File: src/hrmd_pkg.sv
// Package for the host register map decoder: offsets, reset values, carriers.
package hrmd_pkg;

	// Fixed register byte offsets in the low window region
	localparam logic [11:0] OFF_FEAT_LO   = 12'h000;
	localparam logic [11:0] OFF_FEAT_HI   = 12'h004;
	localparam logic [11:0] OFF_REVISION  = 12'h008;
	localparam logic [11:0] OFF_MASK_SET  = 12'h00C;
	localparam logic [11:0] OFF_MASK_CLR  = 12'h010;
	localparam logic [11:0] OFF_CONFIG    = 12'h014;
	localparam logic [11:0] OFF_RSVD_18   = 12'h018;
	localparam logic [11:0] OFF_STATUS    = 12'h01C;
	localparam logic [11:0] OFF_SUBSYS    = 12'h020;
	localparam logic [11:0] OFF_AQ_SIZES  = 12'h024;
	localparam logic [11:0] OFF_ASQ_LO    = 12'h028;
	localparam logic [11:0] OFF_ASQ_HI    = 12'h02C;
	localparam logic [11:0] OFF_ACQ_LO    = 12'h030;
	localparam logic [11:0] OFF_ACQ_HI    = 12'h034;
	localparam logic [11:0] OFF_BUF_LOC   = 12'h038;
	localparam logic [11:0] OFF_BUF_SIZE  = 12'h03C;
	localparam logic [11:0] OFF_RSVD_LO   = 12'h040;
	localparam logic [11:0] OFF_CMDSET_LO = 12'hF00;
	localparam int          DB_BASE       = 32'h0000_1000;
	localparam int          DB_WORD_BYTES = 4;

	// Position of the doorbell stride field in the upper feature word
	localparam int          STRIDE_POS    = 0;
	localparam int          STRIDE_BITS   = 4;

	// Reset values of host-writable registers
	localparam logic [31:0] RST_WORD      = 32'h0000_0000;
	localparam logic [63:0] RST_BASE64    = 64'h0000_0000_0000_0000;

	// Low memory base attribute bits: memory space, 64-bit, not prefetchable
	localparam logic [3:0]  BASE_ATTR     = 4'h4;
	localparam int          BASE_ATTR_W   = 4;

	// Default window and doorbell sizing
	localparam int          DEF_WIN_BITS  = 14;
	localparam int          DEF_QUEUES    = 4;
	localparam int          DEF_STRIDE    = 0;

	// Memory request from the host side, one 32-bit word
	typedef struct packed {
		logic        valid;
		logic        write;
		logic [63:0] addr;
		logic [31:0] wdata;
		logic [3:0]  be;
	} hrmd_req_s;

	// Read answer to the host side
	typedef struct packed {
		logic        valid;
		logic [31:0] rdata;
	} hrmd_rsp_s;

	// Doorbell write toward queue logic
	typedef struct packed {
		logic        valid;
		logic        completion;
		logic [15:0] queue;
		logic [31:0] value;
	} hrmd_bell_s;

	// Software controlled settings toward the controller core
	typedef struct packed {
		logic [31:0] config_word;
		logic [31:0] int_mask;
		logic [31:0] aq_sizes;
		logic [63:0] asq_base;
		logic [63:0] acq_base;
	} hrmd_ctrl_s;

endpackage

File: src/hrmd_decoder.sv
// Host register map decoder: window match, fixed registers and doorbells.
`timescale 1ns/1ns
// One 32-bit word per request. A 64-bit register is two independent
// words with no atomic pairing, so software must not expect both
// halves to change together. Doorbell values pass raw, with no range
// check: the queue logic must judge them.
//
module hrmd_decoder #(
	parameter int          WIN_BITS  = hrmd_pkg::DEF_WIN_BITS,
	parameter int          QUEUES    = hrmd_pkg::DEF_QUEUES,
	parameter int          STRIDE    = hrmd_pkg::DEF_STRIDE,
	parameter logic [63:0] FEATURES  = 64'h0000_0000_0000_0000,
	parameter logic [31:0] REVISION  = 32'h0001_0000,
	parameter bit          HAS_SUBSYS = 1'b1,
	parameter bit          HAS_BUFFER = 1'b0,
	parameter logic [31:0] BUF_LOC   = 32'h0000_0000,
	parameter logic [31:0] BUF_SIZE  = 32'h0000_0000
) (
	// Clock and reset
	input  wire logic               clk_sys,
	input  wire logic               sys_rst,
	// Memory base configuration writes
	input  wire logic               cfg_wr,
	input  wire logic               cfg_hi,
	input  wire logic [31:0]        cfg_wdata,
	output logic [63:0]             base_value,
	// Host memory requests and read answers
	input  hrmd_pkg::hrmd_req_s     req,
	output hrmd_pkg::hrmd_rsp_s     rsp,
	// Controller core side
	input  wire logic [31:0]        status_in,
	output hrmd_pkg::hrmd_ctrl_s    ctrl,
	output logic                    subsys_pulse,
	output hrmd_pkg::hrmd_bell_s    bell
);

	////////////////////////////////////////////////////////////////////////
	// Derived sizes

	// Bytes between neighbouring doorbells
	localparam int BELL_STEP  = hrmd_pkg::DB_WORD_BYTES << STRIDE;
	// Supported doorbells: one tail and one head per queue
	localparam int BELLS      = 2 * QUEUES;
	// Vendor range start depends only on supported doorbells and their stride, never on use
	localparam int VEND_START = hrmd_pkg::DB_BASE + BELLS * BELL_STEP;

	////////////////////////////////////////////////////////////////////////
	// Registers and next values

	logic [63:0] base_r,   base_nxt;   // Memory base pair
	logic [31:0] cfg_r,    cfg_nxt;    // Controller configuration
	logic [31:0] mask_r,   mask_nxt;   // Interrupt mask
	logic [31:0] subsys_r, subsys_nxt; // Subsystem reset word
	logic [31:0] aq_r,     aq_nxt;     // Admin queue sizes
	logic [63:0] asq_r,    asq_nxt;    // Admin submission base
	logic [63:0] acq_r,    acq_nxt;    // Admin completion base
	logic        pulse_r,  pulse_nxt;  // Subsystem reset strobe
	hrmd_pkg::hrmd_rsp_s  rsp_r,  rsp_nxt;  // Read answer
	hrmd_pkg::hrmd_bell_s bell_r, bell_nxt; // Doorbell strobe

	// Decode helpers; combinational, so the answer register
	// is the only delay between request and read data
	logic                  hit;       // Request falls inside window
	logic [WIN_BITS-1:0]   off;       // Byte offset in window
	logic [31:0]           lane;      // Byte enables spread to bits
	logic [BELLS-1:0]      bell_hit;  // One-hot doorbell match
	logic [15:0]           bell_idx;  // Encoded doorbell number
	logic                  bell_any;  // Some doorbell matched
	logic [31:0]           rd_word;   // Read mux result

	////////////////////////////////////////////////////////////////////////
	// Window match and byte lanes

	// Upper base bits select the window; low bits address inside it
	always_comb
	begin
		// A miss belongs to some other target and is ignored outright
		hit = req.valid && (req.addr[63:WIN_BITS] == base_r[63:WIN_BITS]);
		off = req.addr[WIN_BITS-1:0];
		// Byte enables only shape writes; reads always return a word
		for (int b = 0; b < 4; b++)
		begin
			lane[b*8 +: 8] = {8{req.be[b]}};
		end
	end

	////////////////////////////////////////////////////////////////////////
	// Doorbell array decode

	// One comparator per doorbell word; offsets in a stride gap
	// match nothing and their writes are dropped
	for (genvar i = 0; i < BELLS; i++)
	begin : g_bell
		localparam int BELL_OFF = hrmd_pkg::DB_BASE + i * BELL_STEP;
		assign bell_hit[i] = (32'(off) == BELL_OFF[31:0]);
	end

	// Encode match to a number; only one can ever be set
	always_comb
	begin
		bell_idx = 16'h0000;
		bell_any = 1'b0;
		for (int k = 0; k < BELLS; k++)
		begin
			// Grid offsets never overlap, so at most one match is set
			if (bell_hit[k])
			begin
				bell_idx = 16'(k);
				bell_any = 1'b1;
			end
		end
	end

	////////////////////////////////////////////////////////////////////////
	// Read mux

	// Word reads; everything unlisted reads zero
	always_comb
	begin
		rd_word = 32'h0000_0000;
		// Only words below the doorbell base can read nonzero
		if (32'(off) < hrmd_pkg::DB_BASE)
		begin
			unique case (off[11:0])
				hrmd_pkg::OFF_FEAT_LO:  rd_word = FEATURES[31:0];
				hrmd_pkg::OFF_FEAT_HI:  rd_word = stride_word(FEATURES[63:32]);
				hrmd_pkg::OFF_REVISION: rd_word = REVISION;
				hrmd_pkg::OFF_MASK_SET: rd_word = mask_r;
				hrmd_pkg::OFF_MASK_CLR: rd_word = mask_r;
				hrmd_pkg::OFF_CONFIG:   rd_word = cfg_r;
				hrmd_pkg::OFF_STATUS:   rd_word = status_in;
				hrmd_pkg::OFF_SUBSYS:   rd_word = HAS_SUBSYS ? subsys_r : 32'h0000_0000;
				hrmd_pkg::OFF_AQ_SIZES: rd_word = aq_r;
				hrmd_pkg::OFF_ASQ_LO:   rd_word = asq_r[31:0];
				hrmd_pkg::OFF_ASQ_HI:   rd_word = asq_r[63:32];
				hrmd_pkg::OFF_ACQ_LO:   rd_word = acq_r[31:0];
				hrmd_pkg::OFF_ACQ_HI:   rd_word = acq_r[63:32];
				hrmd_pkg::OFF_BUF_LOC:  rd_word = HAS_BUFFER ? BUF_LOC : 32'h0000_0000;
				hrmd_pkg::OFF_BUF_SIZE: rd_word = HAS_BUFFER ? BUF_SIZE : 32'h0000_0000;
				// Reserved word 18h, 40h-EFFh and the command set range
				default:                rd_word = 32'h0000_0000;
			endcase
		end
		// Doorbells are write only and vendor space is empty: both read zero
	end

	// Stride field in the upper feature word follows the stride parameter
	function automatic logic [31:0] stride_word(input logic [31:0] w);
		logic [31:0] r;
		r = w;
		r[hrmd_pkg::STRIDE_POS +: hrmd_pkg::STRIDE_BITS] = STRIDE[hrmd_pkg::STRIDE_BITS-1:0];
		return r;
	endfunction

	////////////////////////////////////////////////////////////////////////
	// Next-value logic

	// Register writes merge by byte lane; writes to unlisted offsets are dropped
	always_comb
	begin
		base_nxt   = base_r;
		cfg_nxt    = cfg_r;
		mask_nxt   = mask_r;
		subsys_nxt = subsys_r;
		aq_nxt     = aq_r;
		asq_nxt    = asq_r;
		acq_nxt    = acq_r;
		pulse_nxt  = 1'b0;
		rsp_nxt    = '0;
		bell_nxt   = '0;

		// Memory base pair; bits below the window size are hardwired zero
		if (cfg_wr)
		begin
			// Each half of the pair is written on its own
			if (cfg_hi)
			begin
				base_nxt[63:32] = cfg_wdata;
			end
			else
			begin
				base_nxt[31:0] = cfg_wdata;
			end
			base_nxt[WIN_BITS-1:0] = '0;
		end

		// Reads answer every hit, mapped or not, one cycle later;
		// a bus error here would upset hosts probing empty space
		if (hit && !req.write)
		begin
			rsp_nxt.valid = 1'b1;
			rsp_nxt.rdata = rd_word;
		end

		// Register writes
		if (hit && req.write && (32'(off) < hrmd_pkg::DB_BASE))
		begin
			unique case (off[11:0])
				// Mask set and clear touch only enabled bytes
				hrmd_pkg::OFF_MASK_SET: mask_nxt = mask_r | (req.wdata & lane);
				hrmd_pkg::OFF_MASK_CLR: mask_nxt = mask_r & ~(req.wdata & lane);
				hrmd_pkg::OFF_CONFIG:   cfg_nxt  = (cfg_r & ~lane) | (req.wdata & lane);
				hrmd_pkg::OFF_SUBSYS:
				begin
					// Core decides whether the written word is a valid trigger
					if (HAS_SUBSYS)
					begin
						subsys_nxt = (subsys_r & ~lane) | (req.wdata & lane);
						pulse_nxt  = 1'b1;
					end
				end
				// Plain storage words merge the enabled bytes
				hrmd_pkg::OFF_AQ_SIZES: aq_nxt = (aq_r & ~lane) | (req.wdata & lane);
				hrmd_pkg::OFF_ASQ_LO:   asq_nxt[31:0]  = (asq_r[31:0] & ~lane) | (req.wdata & lane);
				hrmd_pkg::OFF_ASQ_HI:   asq_nxt[63:32] = (asq_r[63:32] & ~lane) | (req.wdata & lane);
				hrmd_pkg::OFF_ACQ_LO:   acq_nxt[31:0]  = (acq_r[31:0] & ~lane) | (req.wdata & lane);
				hrmd_pkg::OFF_ACQ_HI:   acq_nxt[63:32] = (acq_r[63:32] & ~lane) | (req.wdata & lane);
				// Read-only and reserved words keep their value
				default:                mask_nxt = mask_r;
			endcase
		end

		// Doorbell writes leave as a one-cycle strobe; vendor space drops them
		if (hit && req.write && bell_any && (32'(off) < VEND_START))
		begin
			bell_nxt.valid      = 1'b1;
			bell_nxt.completion = bell_idx[0];
			bell_nxt.queue      = {1'b0, bell_idx[15:1]};
			bell_nxt.value      = req.wdata;
		end
	end

	////////////////////////////////////////////////////////////////////////
	// State registers

	// Synchronous reset to constants; otherwise take next values
	always_ff @(posedge clk_sys)
	begin
		if (sys_rst)
		begin
			// Window falls back to address zero until software places it
			base_r   <= hrmd_pkg::RST_BASE64;
			cfg_r    <= hrmd_pkg::RST_WORD;
			mask_r   <= hrmd_pkg::RST_WORD;
			subsys_r <= hrmd_pkg::RST_WORD;
			aq_r     <= hrmd_pkg::RST_WORD;
			asq_r    <= hrmd_pkg::RST_BASE64;
			acq_r    <= hrmd_pkg::RST_BASE64;
			// Strobes drop to idle so no stale answer or bell leaks out
			pulse_r  <= 1'b0;
			rsp_r    <= '0;
			bell_r   <= '0;
		end
		else
		begin
			base_r   <= base_nxt;
			cfg_r    <= cfg_nxt;
			mask_r   <= mask_nxt;
			subsys_r <= subsys_nxt;
			aq_r     <= aq_nxt;
			asq_r    <= asq_nxt;
			acq_r    <= acq_nxt;
			pulse_r  <= pulse_nxt;
			rsp_r    <= rsp_nxt;
			bell_r   <= bell_nxt;
		end
	end

	////////////////////////////////////////////////////////////////////////
	// Outputs

	// Low base word carries fixed memory attribute bits on read-back
	assign base_value = {base_r[63:hrmd_pkg::BASE_ATTR_W], hrmd_pkg::BASE_ATTR};
	assign rsp        = rsp_r;
	assign bell       = bell_r;
	assign subsys_pulse = pulse_r;
	// Core sees the stored words directly, with no extra stage
	assign ctrl       = '{config_word: cfg_r, int_mask: mask_r, aq_sizes: aq_r,
	                      asq_base: asq_r, acq_base: acq_r};

endmodule

File: config.mk
export PLATFORM = sky130hd
export DESIGN_NAME = hrmd_decoder
export DESIGN_NICKNAME = d
export VERILOG_FILES = /design/src/hrmd_pkg.sv /design/src/hrmd_decoder.sv
export SDC_FILE = /design/constraint.sdc
export NUM_CORES = 1
export LEC_CHECK = 0
export ABC_AREA = 1
export BUFFER_PORTS_ARGS = -buffer_cell sky130_fd_sc_hd__buf_2
export CAP_MARGIN = 10
export CORE_AREA = 4 4 207 209
export DETAILED_ROUTE_END_ITERATION = 16
export DIE_AREA = 0 0 211 213
export PLACE_DENSITY = 0.7
export SYNTH_ARGS = -nofsm -noshare
export SYNTH_HDL_FRONTEND = slang
export SYNTH_SLANG_ARGS = --single-unit
File: constraint.sdc
create_clock -name clk_sys -period 2 [get_ports clk_sys]
set_input_delay 0.1 -clock clk_sys [delete_from_list [all_inputs] [get_ports clk_sys]]
set_output_delay 0.1 -clock clk_sys [all_outputs]
set_load 0.03 [all_outputs]
==> Word-level counts from Yosys, hierarchy flattened <==
Index checks and enable logic that the tools add are counted.
{ "classes": {"n_reduce_logical": 23, "eq_ne": 20, "n_mux": 21, "order_cmp": 2, "bitwise": 24} }
{ "op_table": {"columns": ["op", "count"], "rows": [
  ["$pmux W32 S10", 1],
  ["$and A32 B32 Y32", 9],
  ["$or A32 B32 Y32", 8],
  ["$eq A14 B13 Y1 const B", 8],
  ["$mux W16", 6],
  ["$eq A12 B6 Y1 const B", 6],
  ["$not A32 Y32", 2],
  ["$pmux W32 S2", 1],
  ["$eq A50 B50 Y1", 1],
  ["$mux W50", 1],
  ["$eq A12 B5 Y1 const B", 3],
  ["$mux W33", 1],
  ["$mux W32", 1],
  ["$lt A14 B13 Y1 const B", 2],
  ["$eq A12 B4 Y1 const B", 2],
  ["$reduce_and A2 Y1", 10],
  ["$mux W1", 10],
  ["$reduce_or A8 Y1", 1],
  ["$logic_and A1 B1 Y1", 6],
  ["$reduce_or A2 Y1", 3],
  ["$not A1 Y1", 5],
  ["$reduce_or A3 Y1", 1],
  ["$reduce_bool A2 Y1", 1],
  ["$logic_not A1 Y1", 1]
]} }
{ "word_totals": {"wordCells": 109, "register_bits": 390, "out_inout_bits": 372, "in_bits": 170} }

==> Logic depth before layout (Yosys ltp) <==
{ "depth": {"ltp_word": 13, "ltp_mapped": 15, "depth_no_buf": 14} }

==> Worst setup path after synthesis <==
No wires, ideal clock.
{ "synth_timing": {"path_kind": "reg2reg", "start": "register base_r[35]", "end": "register (tool-made name)", "period_less_slack_ps": 2011, "path_stages_with_launch": 13, "path_slack_ps": -11, "setup_time_ps": 64, "arrival_time_ps": 1947, "required_ps": 1936, "path_buffers": 0, "path_cell_list": "dfxtp_1 inv_1 nand2_1 nand2_1 nor2_1 nand2_1 nor2_2 nand3_2 nor2_8 nand4_4 nor2_4 nor2_1 nor2_1"} }
{ "synth_lines": {"columns": ["item", "line", "text"], "rows": [
  ["from (decl)", "hrmd_decoder.sv:50", "logic [63:0] base_r, base_nxt;"],
  ["from (signal assigned)", "hrmd_decoder.sv:242", "base_r <= hrmd_pkg::RST_BASE64;"],
  ["from (signal assigned)", "hrmd_decoder.sv:256", "base_r <= base_nxt;"]
]} }

==> results.ini <==
[synthesis]
syn_inst=2686
syn_area_mm2=0.01796
yosysWarnings=0
async_reset_ff_frac=0
yosysSeqAreaShare=0.4190
ys_ff_latch=376
synth-edff-count=0
syn_area_per_cell_um2=6.688
synthFlopType=dfxtp_1
synth.distinct_cells=32

[cells_and_area]
layout_common_cells=nand2_1 (670), nor2_1 (551), buf_2 (513)
final_nets=3548
drive_gt1_frac=0.3127
final_common_cell=nand2_1
final_core_util=0.6480
finalInstanceArea_mm2=0.02646
fillers=3469
layoutNonFillerInstCount=3941
areaGrowthSynthToFinish_pct=47.29

[global_route]
antenna_found_initial=4
overflow=0
grt_pass1_wl_um=114000
grt_usage=0.3196
grt_pass1_vias=19760
grt_max_degree=90

[timing]
drv_slew=0
fin_tns_setup_ns=-56.35
fin_crit_sh=1.133
slew_headroom=0.5235
rsz0062_at_grt=true
fin_ws_ns=-0.2656
period_needed_ns=2.266
worst-slew-pin-transition_ns=0.7147
fin_skew_ns=0.02469
setup_viol=301
hold_slack_ns=0.04016
fmax_ghz=0.4414
hold_violations=0

[floorplanning]
start_util=0.4400
rows=74
die_height_um=213
die-area_mm2=0.04494
die_width_um=211
io_pins=542
core_mm2=0.04083

[worst_setup_path]
arrival_ns=2.76
cp_top_family=simple AND/OR/NAND/NOR gates
path_buf_inv=4
cp.required_ns=2.49
critPathMaxFanout=8
critPathCaptureType=register
cp-start-kind=register
crit_type=reg -> reg
worstPathCellList=inv_2 > nand2_1 > nand2_1 > nor2_1 > nand2_1 > nor2_4 > buf_6 > nand3_4 > nor2_8 > buf_12 > nand4_4 > nor2_4 > buf_12 > nor2_1 > nor2_1
critPathSlowestCell=dfxtp_2
critPathMaxStageDelay_ns=0.35

[clock_network]
htreeDepth=2
clockBufferDepth=3
numClockSinks=376
cts_inserted_buffers=43
clock_tree.root_cell=clkbuf_16
clkTransAtPathRegs_ns=0.06
insertion_delay_ns=0.58
cts_tree=built

[placement]
placed_cell_area_mm2=0.02235
pre_cts_ws_ns=-0.3148
dpl.hpwl_um=52570
io_buffers=513
dpl.cell_count=3717
gp_congestion=0.9370

[run]
maxCapViolations=0

[run_status]
outcome=finished with violations
violations=negative setup slack

[power]
peakVddDrop_mv=0.7130
powerDensity_mw_per_mm2=644.1
power.total_mw=17.04
leakage_nw=12.62

[min_path]
hold_path_class=in -> reg

[drt]
wl_um=78170
drcViolationCount=0
post_drt_wl_per_cell_um=19.83
via_per_inst=5.480
vias=21600
drtIter0Drc=2306
antenna_left=0
drtPass1Iterations=7

## cells in the mapped netlist (2+ instances only)
cell / instances / share of area
a211oi_1: 21 / 0.0088
a21oi_1: 38 / 0.011
a22o_1: 20 / 0.0098
buf_1: 64 / 0.013
buf_2: 53 / 0.015
buf_4: 29 / 0.012
buf_6: 3 / 0.0019
clkbuf_1: 48 / 0.010
conb_1: 2 / 0.00042
dfxtp_1: 376 / 0.42
inv_1: 171 / 0.036
inv_2: 13 / 0.0027
nand2_1: 687 / 0.14
nand3_1: 13 / 0.0036
nand4_1: 310 / 0.11
nand4_4: 8 / 0.0095
nor2_1: 705 / 0.15
nor2_2: 5 / 0.0017
nor2_4: 29 / 0.018
nor3_1: 14 / 0.0039
nor3_2: 2 / 0.0011
o21ai_0: 57 / 0.016
o21ai_1: 5 / 0.0014
xnor2_1: 5 / 0.0024
## cell families after synthesis
group | synth area share
other cells | 0.0004180
xor+xnor | 0.002438
simple gates | 0.4407
buf+inv | 0.09061
compound gates | 0.04687
flops | 0.4190
## where the power goes
group	total, mW	leakage, nW	internal, mW	switching, mW
sequential	7.63	3.05	7.57	0.0613
clock	7.69	0.672	4.45	3.24
combinational	1.73	8.90	0.638	1.09
## worst reg2reg max path, stage by stage (launching register included)
cell     delay (ns)
dfxtp_2        0.35
inv_2          0.04
nand2_1        0.06
nand2_1        0.07
nor2_1         0.10
nand2_1        0.11
nor2_4         0.15
buf_6          0.11
nand3_4        0.12
nor2_8         0.20
buf_12         0.16
nand4_4        0.18
nor2_4         0.19
buf_12         0.17
nor2_1         0.05
nor2_1         0.09
## worst paths after layout
check | startpoint | end | slack (ns) | depth (start not counted)
setup reg to reg | base_r[38] | register | -0.27 | 15
hold reg to reg | base_r[52] | base_r[52] | 0.46 | 2
setup / recovery | base_r[38] | register | -0.27 | 15
hold / removal | cfg_hi | base_r[29] | 0.04 | 5
## per-layer routing
layer  vias up  share of wire  routed length, µm  GRT usage
li1      10020              -                  -          -
met1      9942           0.38              30030     0.4122
met2      1363           0.46              35820     0.5132
met3       273           0.10               7810    0.05907
met4         2          0.058               4501     0.1661
met5         -        0.00010                  8          0
## what timing repair did
action                                  4_1_cts  5_1_grt
resized for setup                           134      197
hold buffers                                 99        0
pin swaps                                    93      150
endpoints found under the setup margin      292      322
endpoints found under the hold margin       202        0
cloned                                       10       12
buffers inserted                             24       10
## area by class of cell
class,count,area (µm²),share of cell area
Timing Repair Buffer,818,6467,0.2444
Multi-Input combinational cell,1955,9701,0.3666
Antenna cell,3,7.507,0.0002837
Inverter,184,698.2,0.02639
Clock buffer,61,1245,0.04705
Tap cell,532,665.6,0.02516
Sequential cell,376,7572,0.2862
Clock inverter,12,103.9,0.003925
Power figures use the tool's default switching activity.
